**src/shared/cms_pkg.sv**
```systemverilog
// package: register map, field layout and carriers for the module support block
package cms_pkg;
  localparam int unsigned CLK_MHZ = 100;
  // minimum reset hold expressed in double-rate clock cycles (kept by system)
  localparam int unsigned RESET_MIN_DRCLK = 41;
  // self-test duration in cycles (plain default, not documented)
  localparam int unsigned SELFTEST_CYCLES = 16;
  localparam int unsigned CHECKSUM_WORDS  = 8;

  localparam logic [7:0] OFF_CTRL     = 8'h00;
  localparam logic [7:0] OFF_STATUS   = 8'h04;
  localparam logic [7:0] OFF_IRQ_STAT = 8'h08;
  localparam logic [7:0] OFF_IRQ_MASK = 8'h0C;
  localparam logic [7:0] OFF_MEM_WORD = 8'h10;
  localparam logic [7:0] OFF_ACK_CTRL = 8'h14;

  // control register fields
  localparam int unsigned CTRL_ZERO_IS_MSG  = 0;
  localparam int unsigned CTRL_TWO_IS_EXT   = 1;
  localparam int unsigned CTRL_THREE_IS_ACK = 2;
  localparam logic [31:0] CTRL_RESET        = 32'h0000_0000;

  // status register fields
  localparam int unsigned ST_INIT_SELF  = 0;
  localparam int unsigned ST_PRIMARY    = 1;
  localparam int unsigned ST_PROC_NUM   = 2;
  localparam int unsigned ST_FAULT      = 3;
  localparam int unsigned ST_INIT_DONE  = 4;

  // interrupt status bits
  localparam int unsigned EV_BAD_ACCESS = 0;
  localparam int unsigned EV_MSG        = 1;
  localparam int unsigned EV_IRQ0       = 2;
  localparam int unsigned EV_IRQ1       = 3;
  localparam int unsigned EV_IRQ2       = 4;
  localparam int unsigned EV_EXT        = 5;
  localparam int unsigned EV_IRQ3       = 6;
  localparam int unsigned EV_CKSUM      = 7;
  localparam int unsigned NUM_EV        = 8;
  localparam int unsigned NUM_PINS      = 4;

  localparam logic [1:0] RESP_OKAY   = 2'b00;
  localparam logic [1:0] RESP_SLVERR = 2'b10;

  typedef enum logic [3:0] {
    CMS_ST_RESET = 4'b0001,
    CMS_ST_TEST  = 4'b0010,
    CMS_ST_SUM   = 4'b0100,
    CMS_ST_RUN   = 4'b1000
  } cms_init_e;

  typedef struct packed {
    logic       init_self;
    logic       primary;
    logic       proc_num;
  } cms_straps_s;

  typedef struct packed {
    logic [31:0] data;
    logic        valid;
  } cms_word_s;
endpackage

```
**src/core/cms_pin_sync.sv**
```systemverilog
// three-stage pin synchroniser with second/third agreement
`timescale 1ns/100ps
module cms_pin_sync
  import cms_pkg::*;
#(
  parameter int unsigned WIDTH = 1
) (
  input  wire logic             aclk,
  input  wire logic             aresetn,
  input  wire logic [WIDTH-1:0] pin,
  output logic      [WIDTH-1:0] level
);
  logic [WIDTH-1:0] s1_reg;
  logic [WIDTH-1:0] s2_reg;
  logic [WIDTH-1:0] s3_reg;
  logic [WIDTH-1:0] level_next;

  genvar i;
  generate
    for (i = 0; i < WIDTH; i++) begin : g_bit
      // change only counts once stages two and three agree
      assign level_next[i] = (s2_reg[i] == s3_reg[i]) ? s3_reg[i] : level[i];
    end
  endgenerate

  // stages run through reset so strap pins are settled at release
  always_ff @(posedge aclk) begin
    s1_reg <= pin;
    s2_reg <= s1_reg;
    s3_reg <= s2_reg;
    if (!aresetn) begin
      level <= s3_reg;
    end else begin
      level <= level_next;
    end
  end
endmodule

```
**src/core/cms_self_test.sv**
```systemverilog
// power-up self-test timer and eight-word zero checksum
`timescale 1ns/100ps
module cms_self_test
  import cms_pkg::*;
#(
  parameter int unsigned TEST_CYCLES = SELFTEST_CYCLES,
  parameter int unsigned WORDS       = CHECKSUM_WORDS
) (
  input  wire logic      aclk,
  input  wire logic      aresetn,
  input  wire cms_word_s mem_word,
  output logic           test_done,
  output logic           sum_done,
  output logic           sum_ok
);
  logic [15:0] tcnt_reg;
  logic [7:0]  wcnt_reg;
  logic [31:0] sum_reg;
  logic [31:0] sum_next;
  logic        last_word;

  assign sum_next  = sum_reg + mem_word.data;
  assign last_word = (wcnt_reg == 8'(WORDS - 1));

  always_ff @(posedge aclk) begin
    if (!aresetn) begin
      tcnt_reg  <= '0;
      test_done <= 1'b0;
    end else if (!test_done) begin
      tcnt_reg  <= tcnt_reg + 16'h0001;
      test_done <= (tcnt_reg == 16'(TEST_CYCLES - 1));
    end
  end

  // words are only accepted once the self-test has passed
  always_ff @(posedge aclk) begin
    if (!aresetn) begin
      wcnt_reg <= '0;
      sum_reg  <= '0;
      sum_done <= 1'b0;
      sum_ok   <= 1'b0;
    end else if (test_done && !sum_done && mem_word.valid) begin
      sum_reg  <= sum_next;
      wcnt_reg <= wcnt_reg + 8'h01;
      if (last_word) begin
        sum_done <= 1'b1;
        sum_ok   <= (sum_next == 32'h0000_0000);
      end
    end
  end
endmodule

```
**src/core/cms_module_support.sv**
```systemverilog
// module support: strap capture, init fault sequence, interrupt pins, AXI4-Lite regs
`timescale 1ns/100ps
////////////////////////////////////////////////////////////////////////////////
// Summary of operation
// - sample bad access cycle after last ready
// - bad access strap selects initializing processor
// - reset clears logic, then re-initializes
// - reset ignores inputs, outputs deasserted or floated
// - fault asserted during self-test, cleared on pass
// - eight-word zero checksum, mismatch latches fault
// - line zero is message request or interrupt
// - line zero strap selects bus role, number
// - line one is direct interrupt like zero
// - line two direct or external controller request
// - line three direct or open-drain acknowledge
// - acknowledge latched, stable through data states
module cms_module_support
  import cms_pkg::*;
#(
  parameter int unsigned TEST_CYCLES = SELFTEST_CYCLES
) (
  input  wire logic        aclk,
  input  wire logic        aresetn,
  // AXI4-Lite slave
  input  wire logic [7:0]  s_axi_awaddr,
  input  wire logic        s_axi_awvalid,
  output logic             s_axi_awready,
  input  wire logic [31:0] s_axi_wdata,
  input  wire logic [3:0]  s_axi_wstrb,
  input  wire logic        s_axi_wvalid,
  output logic             s_axi_wready,
  output logic [1:0]       s_axi_bresp,
  output logic             s_axi_bvalid,
  input  wire logic        s_axi_bready,
  input  wire logic [7:0]  s_axi_araddr,
  input  wire logic        s_axi_arvalid,
  output logic             s_axi_arready,
  output logic [31:0]      s_axi_rdata,
  output logic [1:0]       s_axi_rresp,
  output logic             s_axi_rvalid,
  input  wire logic        s_axi_rready,
  // pins
  input  wire logic        bad_access_in,
  input  wire logic        last_ready_seen,
  input  wire logic        irq_line_zero,
  input  wire logic        irq_line_one,
  input  wire logic        irq_line_two,
  input  wire logic        irq_line_three_i,
  output logic             irq_acknowledge_out_o,
  output logic             irq_acknowledge_out_oe_n,
  input  wire logic        data_state_cycle,
  output logic             init_fault_out_o,
  output logic             init_fault_out_oe_n,
  output logic             bus_error_event,
  output logic             primary_master,
  output logic             irq_out
);
  //////////////////////////////////////////////////////////////////////////////
  // pin synchronisers
  logic [NUM_PINS:0] pin_raw;
  logic [NUM_PINS:0] pin_lvl;
  logic              bad_lvl;
  logic [3:0]        irq_lvl;
  logic [3:0]        irq_prev_reg;
  logic [3:0]        irq_rise;

  assign pin_raw = {bad_access_in, irq_line_three_i, irq_line_two, irq_line_one,
                    irq_line_zero};
  assign bad_lvl = pin_lvl[NUM_PINS];
  assign irq_lvl = pin_lvl[NUM_PINS-1:0];

  cms_pin_sync #(.WIDTH(NUM_PINS + 1)) u_sync (
    .aclk    (aclk),
    .aresetn (aresetn),
    .pin     (pin_raw),
    .level   (pin_lvl)
  );

  //////////////////////////////////////////////////////////////////////////////
  // reset tracking and strap capture
  logic        was_reset_reg;
  cms_straps_s straps_reg;
  cms_straps_s straps_next;

  // strap levels read while reset is low, caught on the first edge after release
  assign straps_next.init_self = bad_lvl;
  assign straps_next.primary   = irq_lvl[0];
  assign straps_next.proc_num  = ~irq_lvl[0];

  always_ff @(posedge aclk) begin
    if (!aresetn) begin
      was_reset_reg <= 1'b1;
    end else begin
      was_reset_reg <= 1'b0;
    end
  end

  always_ff @(posedge aclk) begin
    if (!aresetn) begin
      straps_reg <= '0;
    end else if (was_reset_reg) begin
      straps_reg <= straps_next;
    end
  end

  //////////////////////////////////////////////////////////////////////////////
  // init sequence
  cms_init_e state_reg;
  cms_init_e state_next;
  cms_word_s mem_word;
  logic      test_done;
  logic      sum_done;
  logic      sum_ok;
  logic      fault_reg;
  logic      fault_next;

  cms_self_test #(.TEST_CYCLES(TEST_CYCLES)) u_test (
    .aclk      (aclk),
    .aresetn   (aresetn),
    .mem_word  (mem_word),
    .test_done (test_done),
    .sum_done  (sum_done),
    .sum_ok    (sum_ok)
  );

  always_comb begin
    state_next = state_reg;
    fault_next = fault_reg;
    unique case (state_reg)
      CMS_ST_RESET: begin
        state_next = CMS_ST_TEST;
        fault_next = 1'b1;
      end
      CMS_ST_TEST: begin
        if (test_done) begin
          state_next = CMS_ST_SUM;
          fault_next = 1'b0;
        end
      end
      CMS_ST_SUM: begin
        if (sum_done) begin
          state_next = CMS_ST_RUN;
          fault_next = !sum_ok;
        end
      end
      CMS_ST_RUN: begin
        fault_next = fault_reg;
      end
    endcase
  end

  always_ff @(posedge aclk) begin
    if (!aresetn) begin
      state_reg <= CMS_ST_RESET;
      fault_reg <= 1'b0;
    end else begin
      state_reg <= state_next;
      fault_reg <= fault_next;
    end
  end

  //////////////////////////////////////////////////////////////////////////////
  // control, interrupt lines, acknowledge, bad access
  logic [31:0]       ctrl_reg;
  logic [NUM_EV-1:0] irq_stat_reg;
  logic [NUM_EV-1:0] irq_mask_reg;
  logic [NUM_EV-1:0] ev_set;
  logic [NUM_EV-1:0] stat_clr;
  logic              ack_req_reg;
  logic              running;
  logic              bad_sample;
  logic              zero_is_msg;
  logic              two_is_ext;
  logic              three_is_ack;

  assign running      = state_reg == CMS_ST_RUN;
  assign zero_is_msg  = ctrl_reg[CTRL_ZERO_IS_MSG];
  assign two_is_ext   = ctrl_reg[CTRL_TWO_IS_EXT];
  assign three_is_ack = ctrl_reg[CTRL_THREE_IS_ACK];
  // low-then-high qualified by the synchroniser, so rises are clean edges
  assign irq_rise     = irq_lvl & ~irq_prev_reg;
  // only meaningful on the cycle after the final ready of a transaction
  assign bad_sample   = running && last_ready_seen && bad_lvl;

  always_comb begin
    ev_set                = '0;
    ev_set[EV_BAD_ACCESS] = bad_sample;
    ev_set[EV_MSG]        = irq_rise[0] && zero_is_msg;
    ev_set[EV_IRQ0]       = irq_rise[0] && !zero_is_msg;
    ev_set[EV_IRQ1]       = irq_rise[1];
    ev_set[EV_IRQ2]       = irq_rise[2] && !two_is_ext;
    ev_set[EV_EXT]        = irq_rise[2] && two_is_ext;
    ev_set[EV_IRQ3]       = irq_rise[3] && !three_is_ack;
    ev_set[EV_CKSUM]      = (state_reg == CMS_ST_SUM) && sum_done && !sum_ok;
    if (!running && !ev_set[EV_CKSUM]) begin
      ev_set = '0;
    end
  end

  always_ff @(posedge aclk) begin
    if (!aresetn) begin
      irq_prev_reg <= '0;
    end else begin
      irq_prev_reg <= irq_lvl;
    end
  end

  //////////////////////////////////////////////////////////////////////////////
  // AXI4-Lite slave
  logic        aw_held_reg;
  logic        w_held_reg;
  logic [7:0]  aw_addr_reg;
  logic [31:0] w_data_reg;
  logic [3:0]  w_strb_reg;
  logic        wr_fire;
  logic        rd_fire;
  logic        wr_hit;
  logic        rd_hit;
  logic [31:0] wr_bits;
  logic [31:0] rd_word;
  logic [31:0] status_word;

  genvar gb;
  generate
    for (gb = 0; gb < 4; gb++) begin : g_lane
      assign wr_bits[gb*8 +: 8] = w_strb_reg[gb] ? w_data_reg[gb*8 +: 8] : 8'h00;
    end
  endgenerate

  assign wr_fire  = aw_held_reg && w_held_reg && !s_axi_bvalid;
  assign rd_fire  = s_axi_arvalid && s_axi_arready;
  assign wr_hit   = aw_addr_reg == OFF_CTRL || aw_addr_reg == OFF_IRQ_STAT ||
                    aw_addr_reg == OFF_IRQ_MASK || aw_addr_reg == OFF_MEM_WORD ||
                    aw_addr_reg == OFF_ACK_CTRL;
  assign rd_hit   = s_axi_araddr == OFF_CTRL || s_axi_araddr == OFF_STATUS ||
                    s_axi_araddr == OFF_IRQ_STAT || s_axi_araddr == OFF_IRQ_MASK;
  assign stat_clr = (wr_fire && aw_addr_reg == OFF_IRQ_STAT) ?
                    wr_bits[NUM_EV-1:0] : '0;
  assign mem_word.data  = w_data_reg;
  assign mem_word.valid = wr_fire && aw_addr_reg == OFF_MEM_WORD;

  always_comb begin
    status_word                = '0;
    status_word[ST_INIT_SELF]  = straps_reg.init_self;
    status_word[ST_PRIMARY]    = straps_reg.primary;
    status_word[ST_PROC_NUM]   = straps_reg.proc_num;
    status_word[ST_FAULT]      = fault_reg;
    status_word[ST_INIT_DONE]  = running;
  end

  assign rd_word = (s_axi_araddr == OFF_CTRL)     ? ctrl_reg :
                   (s_axi_araddr == OFF_STATUS)   ? status_word :
                   (s_axi_araddr == OFF_IRQ_STAT) ? 32'(irq_stat_reg) :
                   (s_axi_araddr == OFF_IRQ_MASK) ? 32'(irq_mask_reg) : 32'h0000_0000;

  always_ff @(posedge aclk) begin
    if (!aresetn) begin
      aw_held_reg   <= 1'b0;
      aw_addr_reg   <= '0;
      s_axi_awready <= 1'b0;
    end else begin
      s_axi_awready <= !aw_held_reg && !s_axi_awready && s_axi_awvalid;
      if (s_axi_awvalid && s_axi_awready) begin
        aw_held_reg <= 1'b1;
        aw_addr_reg <= s_axi_awaddr;
      end else if (wr_fire) begin
        aw_held_reg <= 1'b0;
      end
    end
  end

  always_ff @(posedge aclk) begin
    if (!aresetn) begin
      w_held_reg   <= 1'b0;
      w_data_reg   <= '0;
      w_strb_reg   <= '0;
      s_axi_wready <= 1'b0;
    end else begin
      s_axi_wready <= !w_held_reg && !s_axi_wready && s_axi_wvalid;
      if (s_axi_wvalid && s_axi_wready) begin
        w_held_reg <= 1'b1;
        w_data_reg <= s_axi_wdata;
        w_strb_reg <= s_axi_wstrb;
      end else if (wr_fire) begin
        w_held_reg <= 1'b0;
      end
    end
  end

  always_ff @(posedge aclk) begin
    if (!aresetn) begin
      s_axi_bvalid <= 1'b0;
      s_axi_bresp  <= RESP_OKAY;
    end else if (wr_fire) begin
      s_axi_bvalid <= 1'b1;
      s_axi_bresp  <= wr_hit ? RESP_OKAY : RESP_SLVERR;
    end else if (s_axi_bready) begin
      s_axi_bvalid <= 1'b0;
    end
  end

  always_ff @(posedge aclk) begin
    if (!aresetn) begin
      s_axi_arready <= 1'b0;
      s_axi_rvalid  <= 1'b0;
      s_axi_rdata   <= '0;
      s_axi_rresp   <= RESP_OKAY;
    end else begin
      s_axi_arready <= s_axi_arvalid && !s_axi_arready && !s_axi_rvalid;
      if (rd_fire) begin
        s_axi_rvalid <= 1'b1;
        s_axi_rdata  <= rd_word;
        s_axi_rresp  <= rd_hit ? RESP_OKAY : RESP_SLVERR;
      end else if (s_axi_rready) begin
        s_axi_rvalid <= 1'b0;
      end
    end
  end

  // register writes; hardware set beats software clear
  always_ff @(posedge aclk) begin
    if (!aresetn) begin
      ctrl_reg     <= CTRL_RESET;
      irq_stat_reg <= '0;
      irq_mask_reg <= '0;
      ack_req_reg  <= 1'b0;
    end else begin
      irq_stat_reg <= (irq_stat_reg & ~stat_clr) | ev_set;
      if (wr_fire && aw_addr_reg == OFF_CTRL) begin
        ctrl_reg <= wr_bits;
      end
      if (wr_fire && aw_addr_reg == OFF_IRQ_MASK) begin
        irq_mask_reg <= wr_bits[NUM_EV-1:0];
      end
      if (wr_fire && aw_addr_reg == OFF_ACK_CTRL) begin
        ack_req_reg <= wr_bits[0];
      end
    end
  end

  //////////////////////////////////////////////////////////////////////////////
  // registered outputs
  always_ff @(posedge aclk) begin
    if (!aresetn) begin
      init_fault_out_o         <= 1'b0;
      init_fault_out_oe_n      <= 1'b1;
      irq_acknowledge_out_o    <= 1'b0;
      irq_acknowledge_out_oe_n <= 1'b1;
      bus_error_event          <= 1'b0;
      primary_master           <= 1'b0;
      irq_out                  <= 1'b0;
    end else begin
      // open drain: pull low when asserted, else release
      init_fault_out_o         <= 1'b0;
      init_fault_out_oe_n      <= !fault_next;
      irq_acknowledge_out_o    <= 1'b0;
      // the pin flop is the latch itself, so it never lags into a data state
      if (!data_state_cycle) begin
        irq_acknowledge_out_oe_n <= !(three_is_ack && ack_req_reg);
      end
      bus_error_event          <= bad_sample;
      primary_master           <= was_reset_reg ? straps_next.primary : straps_reg.primary;
      irq_out                  <= |(((irq_stat_reg & ~stat_clr) | ev_set) & irq_mask_reg);
    end
  end
endmodule

```
**config.mk**
```make
export PLATFORM = sky130hd
export DESIGN_NAME = cms_module_support
export DESIGN_NICKNAME = d
export VERILOG_FILES = /design/src/shared/cms_pkg.sv /design/src/core/cms_pin_sync.sv /design/src/core/cms_self_test.sv /design/src/core/cms_module_support.sv
export SDC_FILE = /design/constraint.sdc
export NUM_CORES = 1
export LEC_CHECK = 0
export BUFFER_PORTS_ARGS = -buffer_cell sky130_fd_sc_hd__buf_4
export CORE_MARGIN = 2
export CORE_UTILIZATION = 59
export CTS_CLUSTER_DIAMETER = 200
export DETAILED_ROUTE_END_ITERATION = 8
export PLACE_DENSITY = 0.8
export SYNTH_ARGS = -nofsm -noshare
export SYNTH_HDL_FRONTEND = slang
export SYNTH_SLANG_ARGS = --single-unit
```
**constraint.sdc**
```tcl
create_clock -name aclk -period 3.85 [get_ports aclk]
set_clock_uncertainty 0.1 [all_clocks]
set_input_delay 0.1925 -clock aclk [delete_from_list [all_inputs] [get_ports aclk]]
set_output_delay 0.1925 -clock aclk [all_outputs]
set_load 0.01 [all_outputs]
```
==> impl_metrics.py, run 1 <==
metrics = {
    "routing": {
        "avgViaCountPerCell": 5.93,
        "drt_iter0_drc": 881,
        "first_pass_iters": 6,
        "post_drt_wl_per_cell_um": 17.6,
        "final_antenna_net_count": 0,
        "drc_errors": 0,
        "vias": 9608,
        "routed_wl_um": 28500,
    },
    "placement": {
        "postPlaceCellArea_mm2": 0.0112,
        "dpl.hpwl_um": 18600,
        "io_buffer_count": 109,
        "gp_congestion": 0.954,
    },
    "floorplanning": {
        "core_mm2": 0.0172,
        "start_util_pct": 60.0,
        "die-width_um": 136,
        "num_rows": 48,
        "die_h_um": 136,
        "ios": 114,
        "fp.dieArea_mm2": 0.0185,
    },
    "hold_path": {
        "hold_path_end": "s_axi_rdata[3]",
        "hp-start": "s_axi_araddr[0]",
        "worstHoldPathCells": 6,
        "worstHoldPathType": "primary input to flop",
    },
    "power_and_ir_drop": {
        "power_mw": 5.16,
        "powerDensity_mw_per_mm2": 406,
        "leakage_nw": 4.96,
        "ir_drop_mv": 0.347,
    },
    "sta": {
        "setup_violations": 0,
        "tightest_slew_ps": 1120,
        "finalHoldViolCount": 0,
        "finalSetupTns_ps": 0,
        "relSlewSlack_pct": 25.5,
        "rsz0062_at_grt": "false",
        "finalCritPeriodShare_pct": 91.8,
        "max_freq_mhz": 283,
        "period_minus_slack_ps": 3530,
        "drv_slew": 0,
    },
    "critical_path": {
        "startpoint_type": "flop",
        "crit_type": "flop to flop",
        "rr_worst_depth": 10,
        "r2r_slack_ps": 320,
        "crit_required_ps": 4190,
        "r2r-start": "w_data_reg[4]",
        "setup.worst_path.end_class": "flop",
        "worstPathArrival_ps": 3870,
        "regToRegEndpoint": "u_test.sum_ok",
        "critPathMaxFanout": 7,
    },
    "yosys": {
        "syn_inst": 1238,
        "syn-mean-instance-area_um2": 8.32,
        "synth.cell_area_mm2": 0.0103,
        "synth-main-ff-cell": "dfxtp_1",
        "ys_ff_latch": 231,
        "synth_cell_types": 69,
        "ys_seq_area_share_pct": 45.4,
        "yosys_warnings": 0,
        "synth-edff-count": 5,
        "async_flop_share_pct": 0,
    },
    "clock_tree": {
        "cts_max_path_buffers": 3,
        "numCtsBuffers": 24,
        "worstSkewPairLatency_ps": 520,
        "cts-resized-gates": 0,
        "root_buffer": "clkbuf_16",
        "cts_setup_buffers": 0,
        "clk_pin_slew_ps": 60,
        "cts_tree": "yes",
        "cts.sinks": 231,
        "htreeDepth": 1,
    },
    "layout": {
        "multi_input_area_mm2": 0.00529,
        "layout-drive-gt1-share_pct": 12.2,
        "area_delta_synth_final_pct": 23.3,
        "fin_area_mm2": 0.0127,
        "register_area_mm2": 0.00467,
        "finalNetCount": 1476,
        "final.fill_count": 1229,
    },
    "global_route": {
        "grt_pass1_wl_um": 45200,
        "grt_usage_pct": 30.3,
        "grt_pass1_vias": 9156,
        "grt-ovfl-total": 0,
        "grt_max_degree": 97,
        "antenna_found_initial": 0,
    },
    "outcome": {
        "status": "finished, final reports clean",
    },
    "job": {
        "cap_viol_max_count": 0,
    },
}
where the power goes:
group	switching, mW	internal (mW)
Clock	0.940	1.43
Combinational	0.152	0.142
Sequential	0.0463	2.44
Total	1.14	4.02
kinds of logic (layout without fill, tap and decap cells):
| family | Yosys count | count (layout) | share of synthesized area [%] |
|---|---|---|---|
| flops | 231 | 231 | 45.4 |
| fa+ha+maj | 34 | 34 | 4.20 |
| mux | 14 | 14 | 1.73 |
| buf+inv | 91 | 243 | 3.46 |
| xor+xnor | 48 | 48 | 4.08 |
| compound gates | 305 | 305 | 18.3 |
| other cells | 1 | 5 | 0.0364 |
| simple gates | 514 | 514 | 22.8 |
critical path: stages (launching register included):
cell and delay (ps):
dfxtp_1 440, ha_1 360, a21o_1 260, a31o_4 250, o31ai_4 190, a311oi_1 200
a221o_1 420, a221oi_2 320, xnor2_1 130, or4_1 540, o31ai_2 240
cell type report:
class,instances,area share (%)
antenna,1,0.0197
clock inverter,8,1.04
clock buffer,35,5.37
timing repair buffer,186,12.4
multi-input combinational,919,41.7
tap,225,2.22
inverter,14,0.453
sequential,231,36.8
worst max path at each step:
stage	slack [ps]	end	cells past startpoint	from
floorplan	710	u_test.sum_ok	10	w_data_reg[4]
global placement	530	u_test.sum_ok	11	w_data_reg[0]
detailed placement	410	u_test.sum_ok	10	w_data_reg[4]
CTS	390	u_test.sum_ok	10	w_data_reg[4]
global route	160	u_test.sum_ok	11	w_data_reg[0]
finish	320	u_test.sum_ok	10	w_data_reg[4]
per-stage QoR:
step                instances  util, %  hold WS [ps]  setup WS (ps)
detailed placement       1508     65.3           198            405
CTS                      1618     73.9          36.5            386
global placement         1508     65.3           198            531
finish                   1619     73.9          43.0            316
floorplan                1241        -           120            712
global route             1618     73.9          73.9            159
metal layers:
metal	global-route usage (%)	share of wire (%)	up-vias
met3	5.89	8.7	77
li1	-	-	4621
met2	49.6	46	458
met4	10.0	2.9	0
met1	40.3	42	4452
met5	0	0	-
cell usage in the layout, fill, tap and decap left out, drive strengths merged, types with 8 or more instances in the layout:
| cell | synthesis | final |
|---|---|---|
| dfxtp | 226 | 226 |
| nand2 | 211 | 211 |
| a21oi | 155 | 155 |
| buf | 12 | 119 |
| nor2 | 115 | 115 |
| dlygate4sd3 | 0 | 67 |
| nand3 | 66 | 66 |
| o21ai | 38 | 38 |
| clkbuf | 65 | 35 |
| ha | 33 | 33 |
| a22oi | 31 | 31 |
| xor2 | 27 | 27 |
| nor3 | 22 | 22 |
| xnor2 | 21 | 21 |
| inv | 14 | 15 |
| nand2b | 14 | 14 |
| nand4 | 14 | 14 |
| and2 | 13 | 13 |
| mux2i | 11 | 11 |
| a21o | 10 | 10 |
| a31oi | 10 | 10 |
| nor2b | 9 | 9 |
| and3 | 9 | 9 |
| a211oi | 8 | 8 |
synth_stat cells, drive strengths merged, types with 21 or more instances:
cell	number	area, µm²
a21oi	155	776
o21ai	38	190
ha	33	413
nand2	211	792
nor2	115	432
clkbuf	65	244
nand3	66	330
nor3	22	110
xnor2	21	184
a22oi	31	233
xor2	27	236
dfxtp	226	4520
repair_timing:
action / in CTS / in global routing
hold endpoints to repair: 64 / 0
hold buffers: 67 / 0
setup endpoints to repair: 0 / 0
(Power assumes the default switching activity.)
==> inputs of run 2 (changes only) <==
--- a/config.mk
+++ b/config.mk
@@ -7,10 +7,9 @@
 export LEC_CHECK = 0
 export BUFFER_PORTS_ARGS = -buffer_cell sky130_fd_sc_hd__buf_4
 export CORE_MARGIN = 2
-export CORE_UTILIZATION = 59
+export CORE_UTILIZATION = 45
 export CTS_CLUSTER_DIAMETER = 200
 export DETAILED_ROUTE_END_ITERATION = 8
-export PLACE_DENSITY = 0.8
 export SYNTH_ARGS = -nofsm -noshare
 export SYNTH_HDL_FRONTEND = slang
 export SYNTH_SLANG_ARGS = --single-unit
==> impl_metrics.py, run 2 (synthesis gave the netlist of run 1 again) <==
metrics = {
    "layout": {
        "final_cells": 1684,
        "final.fill_count": 2087,
        "diodes": 0,
        "final_common_cell": "dfxtp_1",
        "finalNetCount": 1480,
        "area_delta_synth_final_pct": 24.6,
        "layout-drive-gt1-share_pct": 12.4,
        "final_cell_mix": "226 x dfxtp_1, 211 x nand2_1, 155 x a21oi_1, 120 x buf_4, 115 x nor2_1",
    },
    "power_and_ir_drop": {
        "powerDensity_mw_per_mm2": 410,
        "leakage_nw": 5.00,
        "ir_drop_mv": 0.331,
    },
    "clock_tree": {
        "cts.sinks": 231,
        "clk_pin_slew_ps": 60,
        "cts_setup_buffers": 0,
        "numCtsBuffers": 26,
        "cts_max_path_buffers": 3,
        "worstSkewPairLatency_ps": 510,
        "hold_buffers": 67,
        "cts-resized-gates": 0,
        "root_buffer": "clkbuf_16",
        "htreeDepth": 1,
        "cts_tree": "yes",
    },
    "routing": {
        "post_drt_wl_per_cell_um": 16.6,
        "drc_errors": 0,
        "vias": 9262,
        "final_antenna_net_count": 0,
        "routed_wl_um": 28000,
        "drt_iter0_drc": 513,
        "avgViaCountPerCell": 5.50,
        "first_pass_iters": 5,
    },
    "global_route": {
        "grt_pass1_vias": 8607,
        "grt_max_degree": 116,
        "grt_pass1_wl_um": 45200,
        "grt_usage_pct": 22.7,
        "antenna_found_initial": 0,
        "grt-ovfl-total": 0,
    },
    "critical_path": {
        "startpoint_type": "flop",
        "worstPathArrival_ps": 3780,
        "crit_family": "compound AO/OA/AOI/OAI gates",
        "cp_num_buf_inv": 0,
        "crit_type": "flop to flop",
        "crit_required_ps": 4180,
        "crit_slowest_cell": "a2111oi_0",
        "setup.worst_path.end_class": "flop",
        "crit_top_cell": "nand4_1",
        "crit_chain": "ha_1 -> fa_1 -> a21o_1 -> a221oi_2 -> xor2_1 -> o21ai_1 -> a2111oi_0 -> nand4_1 -> nor4_1 -> nand4_1 -> o31ai_2",
        "critical-path-max-stage-delay_ps": 530,
        "critPathMaxFanout": 5,
    },
    "floorplanning": {
        "die-width_um": 155,
        "core_mm2": 0.0226,
        "num_rows": 55,
        "start_util_pct": 45.6,
        "die_h_um": 155,
        "ios": 114,
        "fp.dieArea_mm2": 0.0241,
    },
    "sta": {
        "setup_violations": 0,
        "max_freq_mhz": 290,
        "finalCritPeriodShare_pct": 89.6,
        "finalHoldViolCount": 0,
        "drv_slew": 0,
        "tightest_slew_ps": 1080,
        "finalSetupTns_ps": 0,
        "hold_slack_ps": 59.4,
        "period_minus_slack_ps": 3450,
        "rsz0062_at_grt": "false",
        "relSlewSlack_pct": 27.3,
    },
    "placement": {
        "dp_cells": 1570,
        "io_buffer_count": 109,
        "gp_congestion": 0.935,
        "dpl.hpwl_um": 19000,
    },
    "hold_path": {
        "worstHoldPathType": "primary input to flop",
    },
    "outcome": {
        "status": "finished, final reports clean",
    },
    "job": {
        "cap_viol_max_count": 0,
    },
}
==> run 2: final timing paths <==
path | start | to | slack, ps | depth (start not counted)
worst max register to register | w_data_reg[0] | u_test.sum_ok | 400 | 11
worst min register to register | u_sync.s1_reg[4] | u_sync.s2_reg[4] | 230 | 0
worst min-delay path | s_axi_araddr[0] | s_axi_rdata[1] | 60 | 6
worst max-delay path | w_data_reg[0] | u_test.sum_ok | 400 | 11
==> run 2: report_power, final <==
group | switching [mW] | internal, mW | total (mW)
registers | 0.0459 | 2.45 | 2.49
logic | 0.148 | 0.141 | 0.289
clock network | 0.961 | 1.51 | 2.47
==> run 2: layout make-up <==
class	count	area (µm²)	share of cell area, %
multi-input cells	919	5290	41.2
flip-flops and latches	231	4670	36.4
repair buffers	188	1590	12.4
clock buffers	35	726	5.66
well taps	285	357	2.78
clock inverters	12	131	1.02
inverters	14	57.6	0.449
==> run 2: worst min-delay path: stages <==
cell      delay, ps
buf_4            70
nor2_1           40
nand2_1         100
a211oi_1         60
a21oi_1         110
nor3_1           50
==> run 2: through the flow <==
step	worst slack, ps	total power, mW	util, %	instance area (µm²)
2_1_floorplan	712	2.67	-	10300
3_3_place_gp	502	2.78	50.1	11300
3_5_place_dp	395	2.78	50.1	11300
4_1_cts	379	5.31	56.8	12800
5_1_grt	158	5.45	56.8	12800
6_report	402	5.26	56.8	12800
==> run 2: metal layers <==
layer / part of all wire [%] / vias to the layer above / GRT usage, %
met1: 50 / 4333 / 34.4
met2: 43 / 253 / 34.3
met5: 0 / - / 0
li1: - / 4630 / -
met3: 5.4 / 46 / 3.09
met4: 1.7 / 0 / 5.11
==> inputs of run 3 (changes only) <==
--- a/config.mk
+++ b/config.mk
@@ -5,6 +5,7 @@
 export SDC_FILE = /design/constraint.sdc
 export NUM_CORES = 1
 export LEC_CHECK = 0
+export ABC_AREA = 1
 export BUFFER_PORTS_ARGS = -buffer_cell sky130_fd_sc_hd__buf_4
 export CORE_MARGIN = 2
 export CORE_UTILIZATION = 45
==> impl_metrics.py, run 3 <==
metrics = {
    "outcome": {
        "status": "finished, final reports clean",
    },
    "yosys": {
        "synth_compound_area_share_pct": 15.1,
        "synth_cell_types": 48,
        "synth-simple-area-share_pct": 29.2,
        "synth-edff-count": 5,
        "synth_common_cells": "383 x nand2_1, 242 x nor2_1, 226 x dfxtp_1, 211 x inv_1, 131 x o21ai_0",
        "synth.cell_area_mm2": 0.0112,
        "syn_inst": 1648,
        "synth-xor-area-share_pct": 0.313,
        "synth.most_common_cell": "nand2_1",
        "synth_top_family_by_area": "simple AND/OR/NAND/NOR gates",
        "syn-mean-instance-area_um2": 6.79,
        "yosys_warnings": 0,
        "synth_mux_area_share_pct": 0,
        "async_flop_share_pct": 0,
        "ys_ff_latch": 231,
        "synthAdderAreaFrac_pct": 3.87,
        "ys_seq_area_share_pct": 41.8,
        "synth_area_leaders": "dfxtp_1 40%, nand2_1 13%, nor2_1 8.1%, inv_1 7.1%, o21ai_0 5.9%",
        "yosysTopAreaCellShare_pct": 40.4,
        "synth-main-ff-cell": "dfxtp_1",
        "synth_top_cell_by_area": "dfxtp_1",
    },
    "global_route": {
        "antenna_found_initial": 0,
        "grt-ovfl-total": 0,
        "grt_usage_pct": 25.3,
        "grt_pass1_vias": 10400,
        "grt_max_degree": 58,
        "grt_pass1_wl_um": 53600,
    },
    "sta": {
        "finalSetupTns_ps": 0,
        "finalCritPeriodShare_pct": 70.5,
        "hold_slack_ps": 19.5,
        "period_minus_slack_ps": 2710,
        "setup_violations": 0,
        "drv_slew": 0,
        "finalHoldViolCount": 0,
        "rsz0062_at_grt": "false",
        "max_freq_mhz": 368,
        "fin_ws_ps": 1140,
        "relSlewSlack_pct": 34.2,
        "tightest_slew_ps": 979,
    },
    "job": {
        "cap_viol_max_count": 0,
    },
    "clock_tree": {
        "worstSkewPairLatency_ps": 530,
        "numCtsBuffers": 26,
        "htreeDepth": 1,
        "cts_tree": "yes",
        "clk_pin_slew_ps": 60,
        "cts_max_path_buffers": 3,
        "cts_setup_buffers": 0,
        "cts.sinks": 231,
        "root_buffer": "clkbuf_16",
    },
    "critical_path": {
        "startpoint_type": "flop",
        "critical-path-max-stage-delay_ps": 470,
        "critPathMaxFanout": 3,
        "cp_num_buf_inv": 0,
        "worstPathArrival_ps": 3070,
        "crit_required_ps": 4210,
        "crit_family": "simple AND/OR/NAND/NOR gates",
        "setup.worst_path.end_class": "flop",
        "crit_chain": "ha_1 -> fa_1 -> nand2_1 -> nand2_1 -> nand3_1 -> nand2_1 -> nand2_2 -> nand2_1 -> nand2_1 -> nand3_1 -> nand2_1 -> nand2_1 -> nor2_1 -> nand3_1 -> a21oi_1",
        "crit_type": "flop to flop",
        "crit_top_cell": "nand2_1",
        "crit_slowest_cell": "fa_1",
    },
    "placement": {
        "dpl.hpwl_um": 24100,
        "dp_slack_ps": 1150,
        "io_buffer_count": 109,
        "gp_congestion": 0.948,
        "postPlaceCellArea_mm2": 0.0123,
    },
    "routing": {
        "final_antenna_net_count": 0,
        "drc_errors": 0,
        "post_drt_wl_per_cell_um": 15.4,
        "avgViaCountPerCell": 5.05,
        "vias": 10800,
        "drt_iter0_drc": 768,
        "first_pass_iters": 6,
        "routed_wl_um": 32900,
    },
    "hold_path": {
        "worstHoldPathType": "primary input to flop",
    },
    "layout": {
        "fin_area_mm2": 0.0137,
        "layout-drive-gt1-share_pct": 10.5,
        "final_cell_mix": "383 x nand2_1, 242 x nor2_1, 226 x dfxtp_1, 211 x inv_1, 131 x o21ai_0",
        "fin_util_pct": 56.3,
        "area_delta_synth_final_pct": 22.7,
        "final_common_cell": "nand2_1",
        "diodes": 0,
        "finalNetCount": 1893,
        "final.fill_count": 2421,
    },
    "floorplanning": {
        "num_rows": 57,
        "ios": 114,
        "die-width_um": 162,
        "die_h_um": 162,
        "fp.dieArea_mm2": 0.0262,
        "core_mm2": 0.0244,
        "start_util_pct": 45.9,
    },
    "power_and_ir_drop": {
        "powerDensity_mw_per_mm2": 409,
        "leakage_nw": 6.33,
        "ir_drop_mv": 0.369,
    },
}
[run 3: cell count changes in the layout (fill, tap and decap cells not counted), sizes merged, moves of 13 or more]
cell / before / now
a21oi: 155 / 129
a22oi: 31 / 0
and2: 13 / 0
inv: 14 / 219
nand2: 211 / 386
nand2b: 14 / 0
nor2: 115 / 248
nor3: 22 / 50
o21ai: 38 / 133
xnor2: 21 / 2
xor2: 27 / 2
[run 3: cells by family after synthesis]
family / after synthesis
flip-flops: 231
buffers and inverters: 284
other: 1
adder cells (fa/ha/maj): 34
AND/OR/NAND/NOR: 782
AO/OA/AOI/OAI: 312
XOR/XNOR: 4
[run 3: path summary, 6_finish.rpt]
check / start / end / slack, ps / cells after the start
setup / recovery: w_data_reg[0] / u_test.sum_ok / 1140 / 15
hold / removal: s_axi_wdata[3] / w_data_reg[3] / 20 / 3
setup reg to reg: w_data_reg[0] / u_test.sum_ok / 1140 / 15
hold reg to reg: u_sync.s1_reg[3] / u_sync.s2_reg[3] / 230 / 0
[run 3: worst reg2reg max path, cell delays in order (launching register included)]
cell,delay [ps]
dfxtp_1,330
ha_1,280
fa_1,470
nand2_1,120
nand2_1,110
nand3_1,150
nand2_1,150
nand2_2,120
nand2_1,70
nand2_1,100
nand3_1,80
nand2_1,100
nand2_1,60
nor2_1,190
nand3_1,100
a21oi_1,120
[run 3: timing repair]
action	4_1_cts	5_1_grt
hold endpoints to repair	55	2
resized for setup	0	0
hold buffers	54	2
[run 3: power by group]
group          switching, mW  internal (mW)  leakage [nW]
combinational          0.266          0.208          4.01
clock                   1.01           1.58         0.436
sequential            0.0673           2.49          1.89
[run 3: final cells by class]
| class | instances | area (µm²) | area share, % |
|---|---|---|---|
| clock buffers | 34 | 752 | 5.48 |
| clock inverters | 13 | 156 | 1.14 |
| inverters | 222 | 833 | 6.07 |
| multi-input cells | 1136 | 5450 | 39.7 |
| flip-flops and latches | 231 | 4670 | 34.0 |
| well taps | 324 | 405 | 2.95 |
| repair buffers | 176 | 1460 | 10.6 |
[run 3: through the flow]
step                std cells  total power [mW]
floorplan                1651              2.85
detailed placement       2033              3.03
global placement         2033              3.02
CTS                      2134              5.67
finish                   2136              5.61
global route             2136              5.85
[run 3: metal layers]
layer	vias to the layer above	track usage, %	wire, µm
met3	46	2.99	1860
met4	0	6.88	814
met1	4872	34.8	15400
met5	-	0	0
li1	5590	-	-
met2	287	42.3	14800
